--- src/logic/rmac_pkg.sv ---
// Purpose: constants shared by the register-mapped multiply-accumulate unit
// Assumes: 8-bit processor data bus with 8-bit register addresses
// Notes: offsets are the byte addresses seen by the processor
`default_nettype none

package rmac_pkg;

  localparam int unsigned DATA_W = 8;
  localparam int unsigned PROD_W = 16;
  localparam int unsigned HALF_W = 16;
  localparam int unsigned ACC_W = 32;

  localparam logic [7:0] OFS_X_MUL = 8'he8;
  localparam logic [7:0] OFS_Y_MUL = 8'he9;
  localparam logic [7:0] OFS_PROD_HI = 8'hea;
  localparam logic [7:0] OFS_PROD_LO = 8'heb;
  localparam logic [7:0] OFS_ACC1_X_ACC = 8'hec;
  localparam logic [7:0] OFS_ACC0_Y_ACC = 8'hed;
  localparam logic [7:0] OFS_ACC3_CLR_A = 8'hee;
  localparam logic [7:0] OFS_ACC2_CLR_B = 8'hef;

  localparam logic [7:0] RST_OPERAND = 8'h00;
  localparam logic [15:0] RST_PROD = 16'h0000;
  localparam logic [15:0] RST_ACC_HALF = 16'h0000;
  localparam logic [7:0] RD_UNMAPPED = 8'h00;

endpackage : rmac_pkg

`default_nettype wire

--- src/logic/rmac_unit.sv ---
// Purpose: register-mapped signed multiplier and multiply-accumulate unit
// Assumes: processor bus strobes are synchronous to clk, one access per cycle
// Notes: accumulator upper half settles one clock after the lower half
`default_nettype none

// Operation
// - operands, product and accumulator are all signed two's complement
// - product and low accumulator bytes readable the cycle after an operand write
// - upper accumulator bytes may settle one cycle later than the lower bytes
// - writing either multiply-only operand updates the product from current X and Y
// - writing either accumulate operand adds current X times Y into the accumulator
// - both X write addresses load one shared X operand
// - both Y write addresses load one shared Y operand
// - writing either clear address zeroes the whole accumulator, data ignored
// - 8-bit operands, 16-bit product, 32-bit accumulator
// - multiply-only results readable immediately with no sequencing limits
// - multiply-only operand registers are write-only, X and Y
// - product high returns bits 15..8, product low bits 7..0
// - accumulate X address reads accumulator bits 15..8, writes X and accumulates
// - accumulate Y address reads accumulator bits 7..0, writes Y and accumulates
// - clear addresses read bits 31..24 and 23..16, writes clear accumulator
// - reached only by register reads and writes on the processor data bus
module rmac_unit (
  input wire logic clk,
  input wire logic resetn,
  input wire logic [7:0] bus_addr,
  input wire logic bus_wr,
  input wire logic bus_rd,
  input wire logic [7:0] bus_wdata,
  output logic [7:0] bus_rdata
);

  logic [7:0] x_ff;
  logic [7:0] y_ff;
  logic [15:0] prod_ff;
  logic [15:0] acc_lo_ff;
  logic [15:0] acc_hi_ff;
  logic [15:0] hi_addend_ff;
  logic hi_carry_ff;
  logic pending_ff;

  logic wr_x_mul;
  logic wr_y_mul;
  logic wr_x_acc;
  logic wr_y_acc;
  logic wr_clr;
  logic mul_wr;
  logic mac_wr;
  logic [7:0] nxt_x;
  logic [7:0] nxt_y;
  logic [15:0] new_prod;
  logic [15:0] nxt_acc_lo;
  logic lo_carry;
  logic [15:0] nxt_acc_hi;
  logic [31:0] acc_full;
  logic [7:0] nxt_rdata;

  // write decode, the only way in besides reads
  always_comb begin
    wr_x_mul = bus_wr && (bus_addr == rmac_pkg::OFS_X_MUL);
    wr_y_mul = bus_wr && (bus_addr == rmac_pkg::OFS_Y_MUL);
    wr_x_acc = bus_wr && (bus_addr == rmac_pkg::OFS_ACC1_X_ACC);
    wr_y_acc = bus_wr && (bus_addr == rmac_pkg::OFS_ACC0_Y_ACC);
    wr_clr = bus_wr && ((bus_addr == rmac_pkg::OFS_ACC3_CLR_A) ||
                        (bus_addr == rmac_pkg::OFS_ACC2_CLR_B));
    mul_wr = wr_x_mul || wr_y_mul;
    mac_wr = wr_x_acc || wr_y_acc;
  end

  // operand seen by this write: the byte on the bus replaces its side
  always_comb begin
    nxt_x = (wr_x_mul || wr_x_acc) ? bus_wdata : x_ff;
    nxt_y = (wr_y_mul || wr_y_acc) ? bus_wdata : y_ff;
  end

  rmac_smul8 u_mul (
    .op_a(nxt_x),
    .op_b(nxt_y),
    .prod(new_prod)
  );

  // low half adds now, its carry goes to the upper half next clock
  rmac_add16 u_add_lo (
    .add_a(acc_lo_ff),
    .add_b(new_prod),
    .carry_in(1'b0),
    .sum(nxt_acc_lo),
    .carry_out(lo_carry)
  );

  rmac_add16 u_add_hi (
    .add_a(acc_hi_ff),
    .add_b(hi_addend_ff),
    .carry_in(hi_carry_ff),
    .sum(nxt_acc_hi),
    .carry_out()
  );

  always_comb begin
    acc_full = {acc_hi_ff, acc_lo_ff};
  end

  // shared operand registers
  always_ff @(posedge clk) begin
    if (!resetn) begin
      x_ff <= rmac_pkg::RST_OPERAND;
      y_ff <= rmac_pkg::RST_OPERAND;
    end else begin
      x_ff <= nxt_x;
      y_ff <= nxt_y;
    end
  end

  // product register, multiply-only path
  always_ff @(posedge clk) begin
    if (!resetn) begin
      prod_ff <= rmac_pkg::RST_PROD;
    end else if (mul_wr) begin
      prod_ff <= new_prod;
    end
  end

  // accumulator lower half, ready the cycle after the write
  always_ff @(posedge clk) begin
    if (!resetn) begin
      acc_lo_ff <= rmac_pkg::RST_ACC_HALF;
    end else if (wr_clr) begin
      acc_lo_ff <= rmac_pkg::RST_ACC_HALF;
    end else if (mac_wr) begin
      acc_lo_ff <= nxt_acc_lo;
    end
  end

  // upper half: sign extension of the product plus the low carry
  always_ff @(posedge clk) begin
    if (!resetn) begin
      hi_addend_ff <= rmac_pkg::RST_ACC_HALF;
      hi_carry_ff <= 1'b0;
      pending_ff <= 1'b0;
    end else if (wr_clr) begin
      hi_addend_ff <= rmac_pkg::RST_ACC_HALF;
      hi_carry_ff <= 1'b0;
      pending_ff <= 1'b0;
    end else if (mac_wr) begin
      hi_addend_ff <= {16{new_prod[15]}};
      hi_carry_ff <= lo_carry;
      pending_ff <= 1'b1;
    end else begin
      pending_ff <= 1'b0;
    end
  end

  // completing a pending add while a new one is latched keeps the sum exact
  always_ff @(posedge clk) begin
    if (!resetn) begin
      acc_hi_ff <= rmac_pkg::RST_ACC_HALF;
    end else if (wr_clr) begin
      acc_hi_ff <= rmac_pkg::RST_ACC_HALF;
    end else if (pending_ff) begin
      acc_hi_ff <= nxt_acc_hi;
    end
  end

  // read decode, write-only and unmapped addresses read as zero
  always_comb begin
    if (bus_addr == rmac_pkg::OFS_PROD_HI) begin
      nxt_rdata = prod_ff[15:8];
    end else if (bus_addr == rmac_pkg::OFS_PROD_LO) begin
      nxt_rdata = prod_ff[7:0];
    end else if (bus_addr == rmac_pkg::OFS_ACC1_X_ACC) begin
      nxt_rdata = acc_full[15:8];
    end else if (bus_addr == rmac_pkg::OFS_ACC0_Y_ACC) begin
      nxt_rdata = acc_full[7:0];
    end else if (bus_addr == rmac_pkg::OFS_ACC3_CLR_A) begin
      nxt_rdata = acc_full[31:24];
    end else if (bus_addr == rmac_pkg::OFS_ACC2_CLR_B) begin
      nxt_rdata = acc_full[23:16];
    end else begin
      nxt_rdata = rmac_pkg::RD_UNMAPPED;
    end
  end

  always_ff @(posedge clk) begin
    if (!resetn) begin
      bus_rdata <= rmac_pkg::RD_UNMAPPED;
    end else if (bus_rd) begin
      bus_rdata <= nxt_rdata;
    end
  end

  property p_x_shared;
    @(posedge clk) disable iff (!resetn)
    (wr_x_mul || wr_x_acc) |=> (x_ff == $past(bus_wdata));
  endproperty
  a_x_shared: assert property (p_x_shared) else $error("x operand not loaded");

  property p_y_shared;
    @(posedge clk) disable iff (!resetn)
    (wr_y_mul || wr_y_acc) |=> (y_ff == $past(bus_wdata));
  endproperty
  a_y_shared: assert property (p_y_shared) else $error("y operand not loaded");

  property p_mul_prod;
    @(posedge clk) disable iff (!resetn)
    mul_wr |=> (prod_ff == 16'($signed(x_ff) * $signed(y_ff)));
  endproperty
  a_mul_prod: assert property (p_mul_prod) else $error("product wrong after write");

  property p_clear;
    @(posedge clk) disable iff (!resetn)
    wr_clr |=> (acc_full == 32'h00000000) && !pending_ff;
  endproperty
  a_clear: assert property (p_clear) else $error("accumulator not cleared");

  property p_acc_lo;
    @(posedge clk) disable iff (!resetn)
    mac_wr |=> (acc_lo_ff == 16'($past(acc_lo_ff) + $past(new_prod)));
  endproperty
  a_acc_lo: assert property (p_acc_lo) else $error("low accumulator late or wrong");

  property p_acc_full;
    @(posedge clk) disable iff (!resetn)
    (mac_wr && !pending_ff) ##1 !bus_wr |=>
      (acc_full == 32'($past(acc_full, 2) + {{16{$past(new_prod[15], 2)}}, $past(new_prod, 2)}));
  endproperty
  a_acc_full: assert property (p_acc_full) else $error("full accumulate wrong");

  property p_pending;
    @(posedge clk) disable iff (!resetn)
    mac_wr |=> pending_ff ##1 (!pending_ff || $past(mac_wr));
  endproperty
  a_pending: assert property (p_pending) else $error("upper half not one cycle late");

  property p_rd_prod;
    @(posedge clk) disable iff (!resetn)
    (bus_rd && bus_addr == rmac_pkg::OFS_PROD_HI) |=> (bus_rdata == $past(prod_ff[15:8]));
  endproperty
  a_rd_prod: assert property (p_rd_prod) else $error("product high read wrong");

  property p_rd_acc0;
    @(posedge clk) disable iff (!resetn)
    (bus_rd && bus_addr == rmac_pkg::OFS_ACC0_Y_ACC) |=> (bus_rdata == $past(acc_lo_ff[7:0]));
  endproperty
  a_rd_acc0: assert property (p_rd_acc0) else $error("accumulator byte 0 read wrong");

  property p_rd_acc3;
    @(posedge clk) disable iff (!resetn)
    (bus_rd && bus_addr == rmac_pkg::OFS_ACC3_CLR_A) |=> (bus_rdata == $past(acc_hi_ff[15:8]));
  endproperty
  a_rd_acc3: assert property (p_rd_acc3) else $error("accumulator byte 3 read wrong");

  property p_wo;
    @(posedge clk) disable iff (!resetn)
    (bus_rd && (bus_addr == rmac_pkg::OFS_X_MUL || bus_addr == rmac_pkg::OFS_Y_MUL))
      |=> (bus_rdata == 8'h00);
  endproperty
  a_wo: assert property (p_wo) else $error("write-only register read nonzero");

endmodule // rmac_unit

`default_nettype wire

--- src/logic/rmac_smul8.sv ---
// Purpose: signed 8 x 8 multiplier, two's complement
// Assumes: purely combinational, result used within one clock
// Notes: full 16-bit product, no truncation possible
`default_nettype none

module rmac_smul8 (
  input wire logic [7:0] op_a,
  input wire logic [7:0] op_b,
  output logic [15:0] prod
);

  always_comb begin
    prod = $signed(op_a) * $signed(op_b);
  end

endmodule // rmac_smul8

`default_nettype wire

--- src/logic/rmac_add16.sv ---
// Purpose: 16-bit adder slice with carry in and carry out
// Assumes: combinational
// Notes: two slices make the 32-bit accumulator, one per half
`default_nettype none

module rmac_add16 (
  input wire logic [15:0] add_a,
  input wire logic [15:0] add_b,
  input wire logic carry_in,
  output logic [15:0] sum,
  output logic carry_out
);

  always_comb begin
    {carry_out, sum} = {1'b0, add_a} + {1'b0, add_b} + {16'h0000, carry_in};
  end

endmodule // rmac_add16

`default_nettype wire

--- config.mk ---
export PLATFORM = sky130hd
export DESIGN_NAME = rmac_unit
export DESIGN_NICKNAME = d
export VERILOG_FILES = /design/src/logic/rmac_pkg.sv /design/src/logic/rmac_unit.sv /design/src/logic/rmac_smul8.sv /design/src/logic/rmac_add16.sv
export SDC_FILE = /design/constraint.sdc
export NUM_CORES = 1
export LEC_CHECK = 0
export ABC_AREA = 1
export BUFFER_PORTS_ARGS = -buffer_cell sky130_fd_sc_hd__buf_2
export CAP_MARGIN = 20
export CORE_MARGIN = 4
export CORE_UTILIZATION = 60
export DETAILED_ROUTE_END_ITERATION = 10
export GPL_ROUTABILITY_DRIVEN = 0
export GPL_TIMING_DRIVEN = 0
export PLACE_DENSITY = 0.86
export SYNTH_ARGS = -nofsm -noshare
export SYNTH_HDL_FRONTEND = slang
export SYNTH_SLANG_ARGS = --single-unit
--- constraint.sdc ---
create_clock -name clk -period 7.3 [get_ports clk]
set_clock_uncertainty 0.05 [all_clocks]
set_input_delay 1.46 -clock clk [delete_from_list [all_inputs] [get_ports clk]]
set_output_delay 1.46 -clock clk [all_outputs]
set_load 0.005 [all_outputs]
# [After elaboration in Yosys (flattened, before gate mapping)]
# Index checks and enable logic that the tools add are counted.
[op_classes] div=0 n_reduce_logical=11 shifts=0 n_lt_le_gt_ge=0 add_sub_neg=3 eq_ne=8 bitwise=1 mux=9 n_mul=1
[ops] cell="$eq 8x8->1 const B" count=8
[ops] cell="$mux 8" count=8
[ops] cell="$add 16x16->17" count=1
[ops] cell="$add 16x1->16" count=1
[ops] cell="$add 16x16->16" count=1
[ops] cell="$mul 8x8->16" count=1
[ops] cell="$logic_and 1x1->1" count=5
[ops] cell="$logic_or 1x1->1" count=5
[ops] cell="$reduce_or 2->1" count=1
[ops] cell="$mux 1" count=1
[ops] cell="$not 1->1" count=1
[word_totals] ram_bits=0 romBits=0 out_inout_bits=8 in_bits=20 latch_bits=0 reg_bits=75 n_memories=0

# [Logic depth before layout (Yosys ltp)]
# Gate-level depths: netlist of run 1.
[depth] ltp_word=7 mapped_depth=40

# [Modules after synthesis]
# A second synthesis of run 1 with hierarchy kept.
[unflattened] hier_cells=1236 hier_area_um2=8107.8
[by_module_without_submodules] mod="rmac_unit" area_per_inst_um2=3379.5 n_inst=1 cells_per_inst=467
[by_module_without_submodules] mod="rmac_smul8" area_per_inst_um2=2771.4 n_inst=1 cells_per_inst=401
[by_module_without_submodules] mod="rmac_add16" area_per_inst_um2=978.4 n_inst=2 cells_per_inst=184

# [Least setup slack after synthesis of run 1]
# OpenSTA, ideal clock, no wires.
[synth_path] kind="input -> register" startpoint="input bus_addr[4]" endpoint="register acc_lo_ff[15]" path_slack_ps=571 arrival_ps=6570 setup_ps=109 cell_stages=35 required_ps=7141 cell_sequence="inv_1 nand2_1 nor2_4 inv_2 nor2_2 nand3_1 nand2_1 buf_6 nand2_1 o21ai_2 nor2_1 fa_1 inv_1 fa_1 inv_1 fa_1 inv_1 fa_1 inv_1 ha_1 a21oi_1 o21ai_0 nand2_1 nand2_1 xor2_1 inv_1 ha_1 a21oi_1 o21ai_0 a21oi_1 nand2_1 nand2_1 nand3_1 nand2_1 inv_1"
[synth_between] elab_chain_cells=6 elab_cells_between_ends=20 cone_classes="add/sub (1); mul (1); eq/ne (6); mux (2); reduce/logical (10)"
[synth_rtl] item="start, declared" line="rmac_unit.sv:26" source="input wire logic [7:0] bus_addr,"
[synth_rtl] item="$eq 8x8->1, on equally long branches"
[synth_rtl] item="$logic_and 1x1->1, on equally long branches"
[synth_rtl] item="$logic_or 1x1->1, on equally long branches" line="rmac_unit.sv:72, rmac_unit.sv:73"
[synth_rtl] item="$mux 8, on equally long branches" line="rmac_unit.sv:72, rmac_unit.sv:73"
[synth_rtl] item="$mul 8x8->16 *" line="rmac_smul8.sv:13" source="prod = $signed(op_a) * $signed(op_b);"
[synth_rtl] item="named net new_prod[12]" line="rmac_unit.sv:51" source="logic [15:0] new_prod;"
[synth_rtl] item="$add 16x16->17 *" line="rmac_add16.sv:15" source="{carry_out, sum} = {1'b0, add_a} + {1'b0, add_b} + {16'h0000, carry_in};"
[synth_rtl] item="end signal, assigned" line="rmac_unit.sv:126" source="acc_lo_ff <= rmac_pkg::RST_ACC_HALF;"
[synth_rtl] item="end signal, assigned" line="rmac_unit.sv:128" source="acc_lo_ff <= rmac_pkg::RST_ACC_HALF;"
[synth_rtl] item="end signal, assigned" line="rmac_unit.sv:130" source="acc_lo_ff <= nxt_acc_lo;"
[synth_rtl] item="end, declared" line="rmac_unit.sv:36" source="logic [15:0] acc_lo_ff;"
# The timed path passes the listed nets; every way through them passes the cells marked *.
# A chain may end at the register's enable or synchronous reset.

# [Worst setup path after layout of run 1]
[layout_path] startpoint="input bus_addr[4]" endpoint="register acc_lo_ff[14]"
# The elaborated chain is that of the path after synthesis.

==> impl_metrics.toml, run 1 <==
[status]
status = "finished, final reports clean"

[clocking]
cts-root-buf = "clkbuf_16"
cts_num_sinks = 75
htreeDepth = 3
clk_pin_slew_ps = 70
clockBufferDepth = 2
cts_tree = "built"
cts_made_buffers = 9
insertion_delay_ps = 350
ctsHoldBuffers = 0

[logic_synthesis]
synth_top_cell_by_area = "dfxtp_1"
yosysMostFrequentCell = "nand2_1"
yosys_register_bits = 75
syn_nets = 1243
netlist.area_leader.share = 0.201
syn-cell-area_um2 = 7450
synth_cell_types = 37
ys_top_cells_by_count = "nand2_1, inv_1, nor2_1, nand3_1, dfxtp_1"
synthTopCellsByArea = "dfxtp_1, fa_1, nand2_1"
syn_inst = 1105
synthArstFlopShare = 0
synth_edf_count = 0
yosysWarnings = 0
ys.flop_type = "dfxtp_1"
syn_avg_cell_area_um2 = 6.75
yosysSeqAreaShare = 0.201

[drt]
wl_per_cell_um = 14.8
drc = 0
vias = 7183
firstDrtPassIters = 5
ant_nets = 0
finalWirelength_mm = 19.6
drtIter0Drc = 747
vias_per_cell = 5.42

[pwr]
peakVddDrop_mv = 0.111
design_power_total_mw = 0.937
leakage_nw = 4.21
power.density_nw_per_um2 = 112

[layout]
final_cells = 1326
final_area_um2 = 8370
drive_gt1_frac = 0.115
fill_cells = 951
multiInputGateArea_um2 = 5220
final_util = 0.694
syn_to_final_growth_pct = 12.3
seq_area_um2 = 1500
antenna_cells = 0
fin_nets = 1291

[placed_design]
place_ws_ps = -299
hpwl_mm = 15.0
postPlaceCellArea_um2 = 7790
dp_cells = 1299
io_buffers = 26

[die]
core.rowCount = 40
start_util = 0.618
coreArea_um2 = 12100
fp.dieW_um = 119
die_h_um = 119
die-area_um2 = 14300
num_io_pins = 28

[timing]
worst_slack_ps = 249
fin_crit_sh = 0.966
setup_tns_ps = 0
worst_slew_pin_slew_ps = 744
slew_headroom = 0.503
slew_viol_final = 0
finalHoldViolCount = 0
max_clock_freq_mhz = 142
period_needed_ps = 7050
finalSetupViolations = 0
grt_setup_unrepaired = "yes"
whs_ps = 412

[worst_setup_path]
cp_max_fo = 10
cp_data_arrival_time_ps = 7240
r2r-end = "acc_lo_ff[14]"
r2r_cells = 29
cp-end-kind = "register"
crit_type = "in2reg"
r2r_setup_slack_ps = 1850
slowest_delay_ps = 570
crit_slowest_cell = "fa_2"
cp-start-kind = "input pin"
cp.required_ps = 7490
crit_buf_inv = 7
crit_family = "adder cells"
rr_startpoint = "x_ff[7]"

[global_route]
grt_start_max_net_pins = 19
first_global_vias = 6572
antenna_found_initial = 0
grt-ovfl-total = 0
grt_pass1_wl_mm = 31.3
grt_use_total = 0.269

[job]
cap_violations = 0

[min_path]
hold_start = "bus_rdata[3]"
hold_path_end = "bus_rdata[3]"
min_delay_path_depth = 2
hp-class = "reg2reg"
[layout make-up]
type | count | share of cell area
clock buffer | 9 | 0.0269
timing repair buffer | 37 | 0.0254
sequential | 75 | 0.179
clock inverter | 7 | 0.0111
inverter | 217 | 0.0973
tap | 168 | 0.0251
multi-input combinational | 794 | 0.623
buffer | 19 | 0.0115
[tightest hold or removal path, stage by stage, from the launching register on]
cell     delay (ps)
dfxtp_1         310
nand2_1          60
a21oi_1          50
[where the power goes]
part | internal (mW) | switching (mW)
Combinational | 0.0127 | 0.0298
Sequential | 0.410 | 0.00113
Clock | 0.275 | 0.208
[what timing repair did]
action / CTS / global route
setup buffers: 0 / 11
hold endpoints to repair: 0 / 0
endpoints found under the setup margin: 0 / 9
resized for setup: 0 / 41
[layout by cell type (no fill, tap or decap), types with 2 or more instances in the layout]
master     instances
xor2_1             8
buf_4             12
nand2_2            7
clkbuf_1          10
fa_2               3
ha_4               5
and2_1             2
nand2_1          243
a211oi_1           3
and3_1             2
nor2_4             6
a21o_1             4
o21ai_4            2
buf_2             31
o21a_1            10
nor2_1           140
nand3_1           76
a21oi_1           64
dfxtp_1           75
xnor2_1           11
o21ai_0           43
inv_2             18
clkbuf_16          9
or2_2              2
buf_6              2
nor2_2            11
o21ai_2            5
a21oi_2            7
nand3_2            2
inv_6              4
fa_1              55
ha_1              54
o21ai_1            4
o21bai_1           6
nand4_1           11
inv_1            199
[cells by family (layout without fill, tap and decap cells)]
group | Yosys count | after routing | share of synthesized area
simple gates | 506 | 506 | 0.284
buf+inv | 236 | 289 | 0.122
compound gates | 150 | 150 | 0.112
fa+ha+maj | 118 | 118 | 0.257
flops | 75 | 75 | 0.201
xor+xnor | 20 | 20 | 0.0235
[registers in the layout, summed over array words and instances, names as in the netlist]
| signal | count |
|---|---|
| acc_hi_ff | 16 |
| acc_lo_ff | 16 |
| prod_ff | 16 |
| bus_rdata | 8 |
| x_ff | 8 |
| y_ff | 8 |
| hi_addend_ff | 1 |
| hi_carry_ff | 1 |
| pending_ff | 1 |
[worst max-delay path by stage]
| stage | to | cells after the start | startpoint | slack [ps] |
|---|---|---|---|---|
| after CTS | acc_lo_ff[14] | 31 | bus_addr[1] | 50 |
| after detailed placement | acc_lo_ff[14] | 33 | bus_addr[4] | -300 |
| after global placement | acc_lo_ff[15] | 31 | bus_addr[1] | -180 |
| final | acc_lo_ff[14] | 32 | bus_addr[4] | 250 |
| after floorplan | acc_lo_ff[15] | 35 | bus_addr[4] | 570 |
| after global routing | acc_lo_ff[14] | 37 | bus_addr[4] | -170 |
[metal layers]
metal / vias to the layer above / GRT usage / routed length [µm]
met5: - / 0 / 0
li1: 3524 / - / -
met4: 0 / 0.0959 / 623
met1: 3310 / 0.370 / 8430
met3: 55 / 0.0499 / 1510
met2: 294 / 0.426 / 9060
Note: power is estimated with default switching activity, not from simulation.
==> run 2, diff against run 1 <==
Clock period 7.3 ns to 8.4 ns, I/O delays scaled along.
==> run 2 against run 1 <==
- clock power decreased by 13%
- non-clock buffer count decreased by 11
- final area decreased by 3.1%
- wire length decreased by 5.5%
- core utilization decreased by 2.1 points
- via count decreased by 2.0%
- final cell count decreased by 0.83%
- worst setup slack improved by 610 ps
- sequential cell count unchanged
- worst hold slack improved by 0.56 ps
- critical path depth decreased by 1
- total power decreased by 13%
- largest power group unchanged
- highest routed layer unchanged
==> impl_metrics.toml, run 2 (synthesis gave the netlist of run 1 again) <==
[drt]
drc = 0
vias = 7038
drtIter0Drc = 734
finalWirelength_mm = 18.6
firstDrtPassIters = 6
vias_per_cell = 5.35
wl_per_cell_um = 14.1
ant_nets = 0

[clocking]
ctsHoldBuffers = 0
clockBufferDepth = 2
cts-root-buf = "clkbuf_16"
cts_tree = "built"
clk_pin_slew_ps = 70
cts_setup_buffers = 0
htreeDepth = 3
insertion_delay_ps = 350
cts_made_buffers = 9
ctsResizeCount = 0
cts_num_sinks = 75

[worst_setup_path]
r2r_setup_slack_ps = 2760
cp_data_arrival_time_ps = 7730
cp-start-kind = "input pin"
crit_type = "in2reg"
startpoint = "bus_addr[1]"
cp.required_ps = 8590
cp-endpoint = "acc_lo_ff[14]"
r2r-end = "acc_lo_ff[14]"
rr_startpoint = "y_ff[1]"
r2r_cells = 23
cp_max_fo = 10
cp-end-kind = "register"
crit_slowest_cell = "fa_1"
slowest_delay_ps = 540

[timing]
fin_crit_sh = 0.898
setup_tns_ps = 0
finalSetupViolations = 0
max_clock_freq_mhz = 133
finalHoldViolCount = 0
slew_viol_final = 0
slew_headroom = 0.510
period_needed_ps = 7540
grt_setup_unrepaired = "no"
worst_slew_pin_slew_ps = 733

[global_route]
grt_start_max_net_pins = 19
antenna_found_initial = 0
first_global_vias = 6572
grt_pass1_wl_mm = 31.3
grt_use_total = 0.269
grt-ovfl-total = 0

[layout]
antenna_cells = 0
final_cell_mix = "nand2_1, inv_1, nor2_1, nand3_1, dfxtp_1"
mostFrequentLayoutCell = "nand2_1"
reg_top3 = "acc_hi_ff: 16 flops, acc_lo_ff: 16 flops, prod_ff: 16 flops"
drive_gt1_frac = 0.0776
final_area_um2 = 8110
final_util = 0.673
fin_nets = 1280
fill_cells = 1018
syn_to_final_growth_pct = 8.83

[die]
fp.dieW_um = 119
num_io_pins = 28
start_util = 0.618
core.rowCount = 40
die_h_um = 119
coreArea_um2 = 12100
die-area_um2 = 14300

[pwr]
switchingPower_mw = 0.207
leakage_nw = 4.17
power.density_nw_per_um2 = 100
internal-power_mw = 0.606
power_frac_comb = 0.042
seq_power_share = 0.440
peakVddDrop_mv = 0.0953
clkPwrFrac = 0.518
swShare = 0.255

[placed_design]
postPlaceCellArea_um2 = 7790
hpwl_mm = 15.0
io_buffers = 26

[job]
cap_violations = 0

[min_path]
hp-class = "reg2reg"

[status]
status = "finished, final reports clean"
-- run 2: cell types whose count changed in the layout (fill, tap and decap cells not counted), sizes merged --
cell	change
buf	-11
-- run 2: layer usage --
layer,routed length (µm),vias up,share of wire,global-route usage
met4,448,0,0.024,0.0959
met1,8210,3204,0.44,0.370
met3,1450,40,0.078,0.0499
met2,8460,285,0.46,0.426
li1,-,3509,-,-
met5,0,-,0,0
-- run 2: worst min-delay path by stage --
stage                   endpoint  slack, ps  depth (start not counted)         start
global route        acc_hi_ff[0]        440                          2  acc_hi_ff[0]
finish              bus_rdata[3]        410                          2  bus_rdata[3]
CTS                 bus_rdata[3]        410                          2  bus_rdata[3]
global placement    acc_hi_ff[0]        400                          2  acc_hi_ff[0]
floorplan           acc_hi_ff[0]        390                          2  acc_hi_ff[0]
detailed placement  bus_rdata[3]        400                          2  bus_rdata[3]
-- run 2: cell type report --
cell class              count  area (µm²)  area share
repair buffers             26         130      0.0160
clock buffers               9         225      0.0278
well taps                 168         210      0.0259
plain buffers              19        96.3      0.0119
clock inverters             7        92.6      0.0114
inverters                 217         815       0.100
multi-input cells         794        5040       0.621
flip-flops and latches     75        1500       0.185
-- run 2: worst max-delay path: cells and delay by family --
kind	cells	cell delay, ps
AOI/OAI and AO/OA	6	1050
xor gates and xnor gates	1	330
adders and majority gates	6	2780
buffers and inverters	7	580
and+or+nand+nor	11	1300
-- run 2: power groups by stage --
stage,Combinational [mW],Sequential (mW),Clock [mW]
global route,0.0374,0.357,0.438
CTS,0.0333,0.357,0.419
floorplan,0.0198,0.365,0
global placement,0.0322,0.365,0
finish,0.0340,0.357,0.421
detailed placement,0.0330,0.366,0
-- run 2: through the flow --
| step | total power, mW | hold WS (ps) | instances | setup WS, ps |
|---|---|---|---|---|
| after global placement | 0.398 | 400 | 1299 | 704 |
| after floorplan | 0.385 | 391 | 1105 | 1450 |
| after detailed placement | 0.398 | 402 | 1299 | 581 |
| after global routing | 0.833 | 436 | 1315 | 370 |
| final | 0.813 | 413 | 1315 | 857 |
| after CTS | 0.810 | 413 | 1315 | 931 |
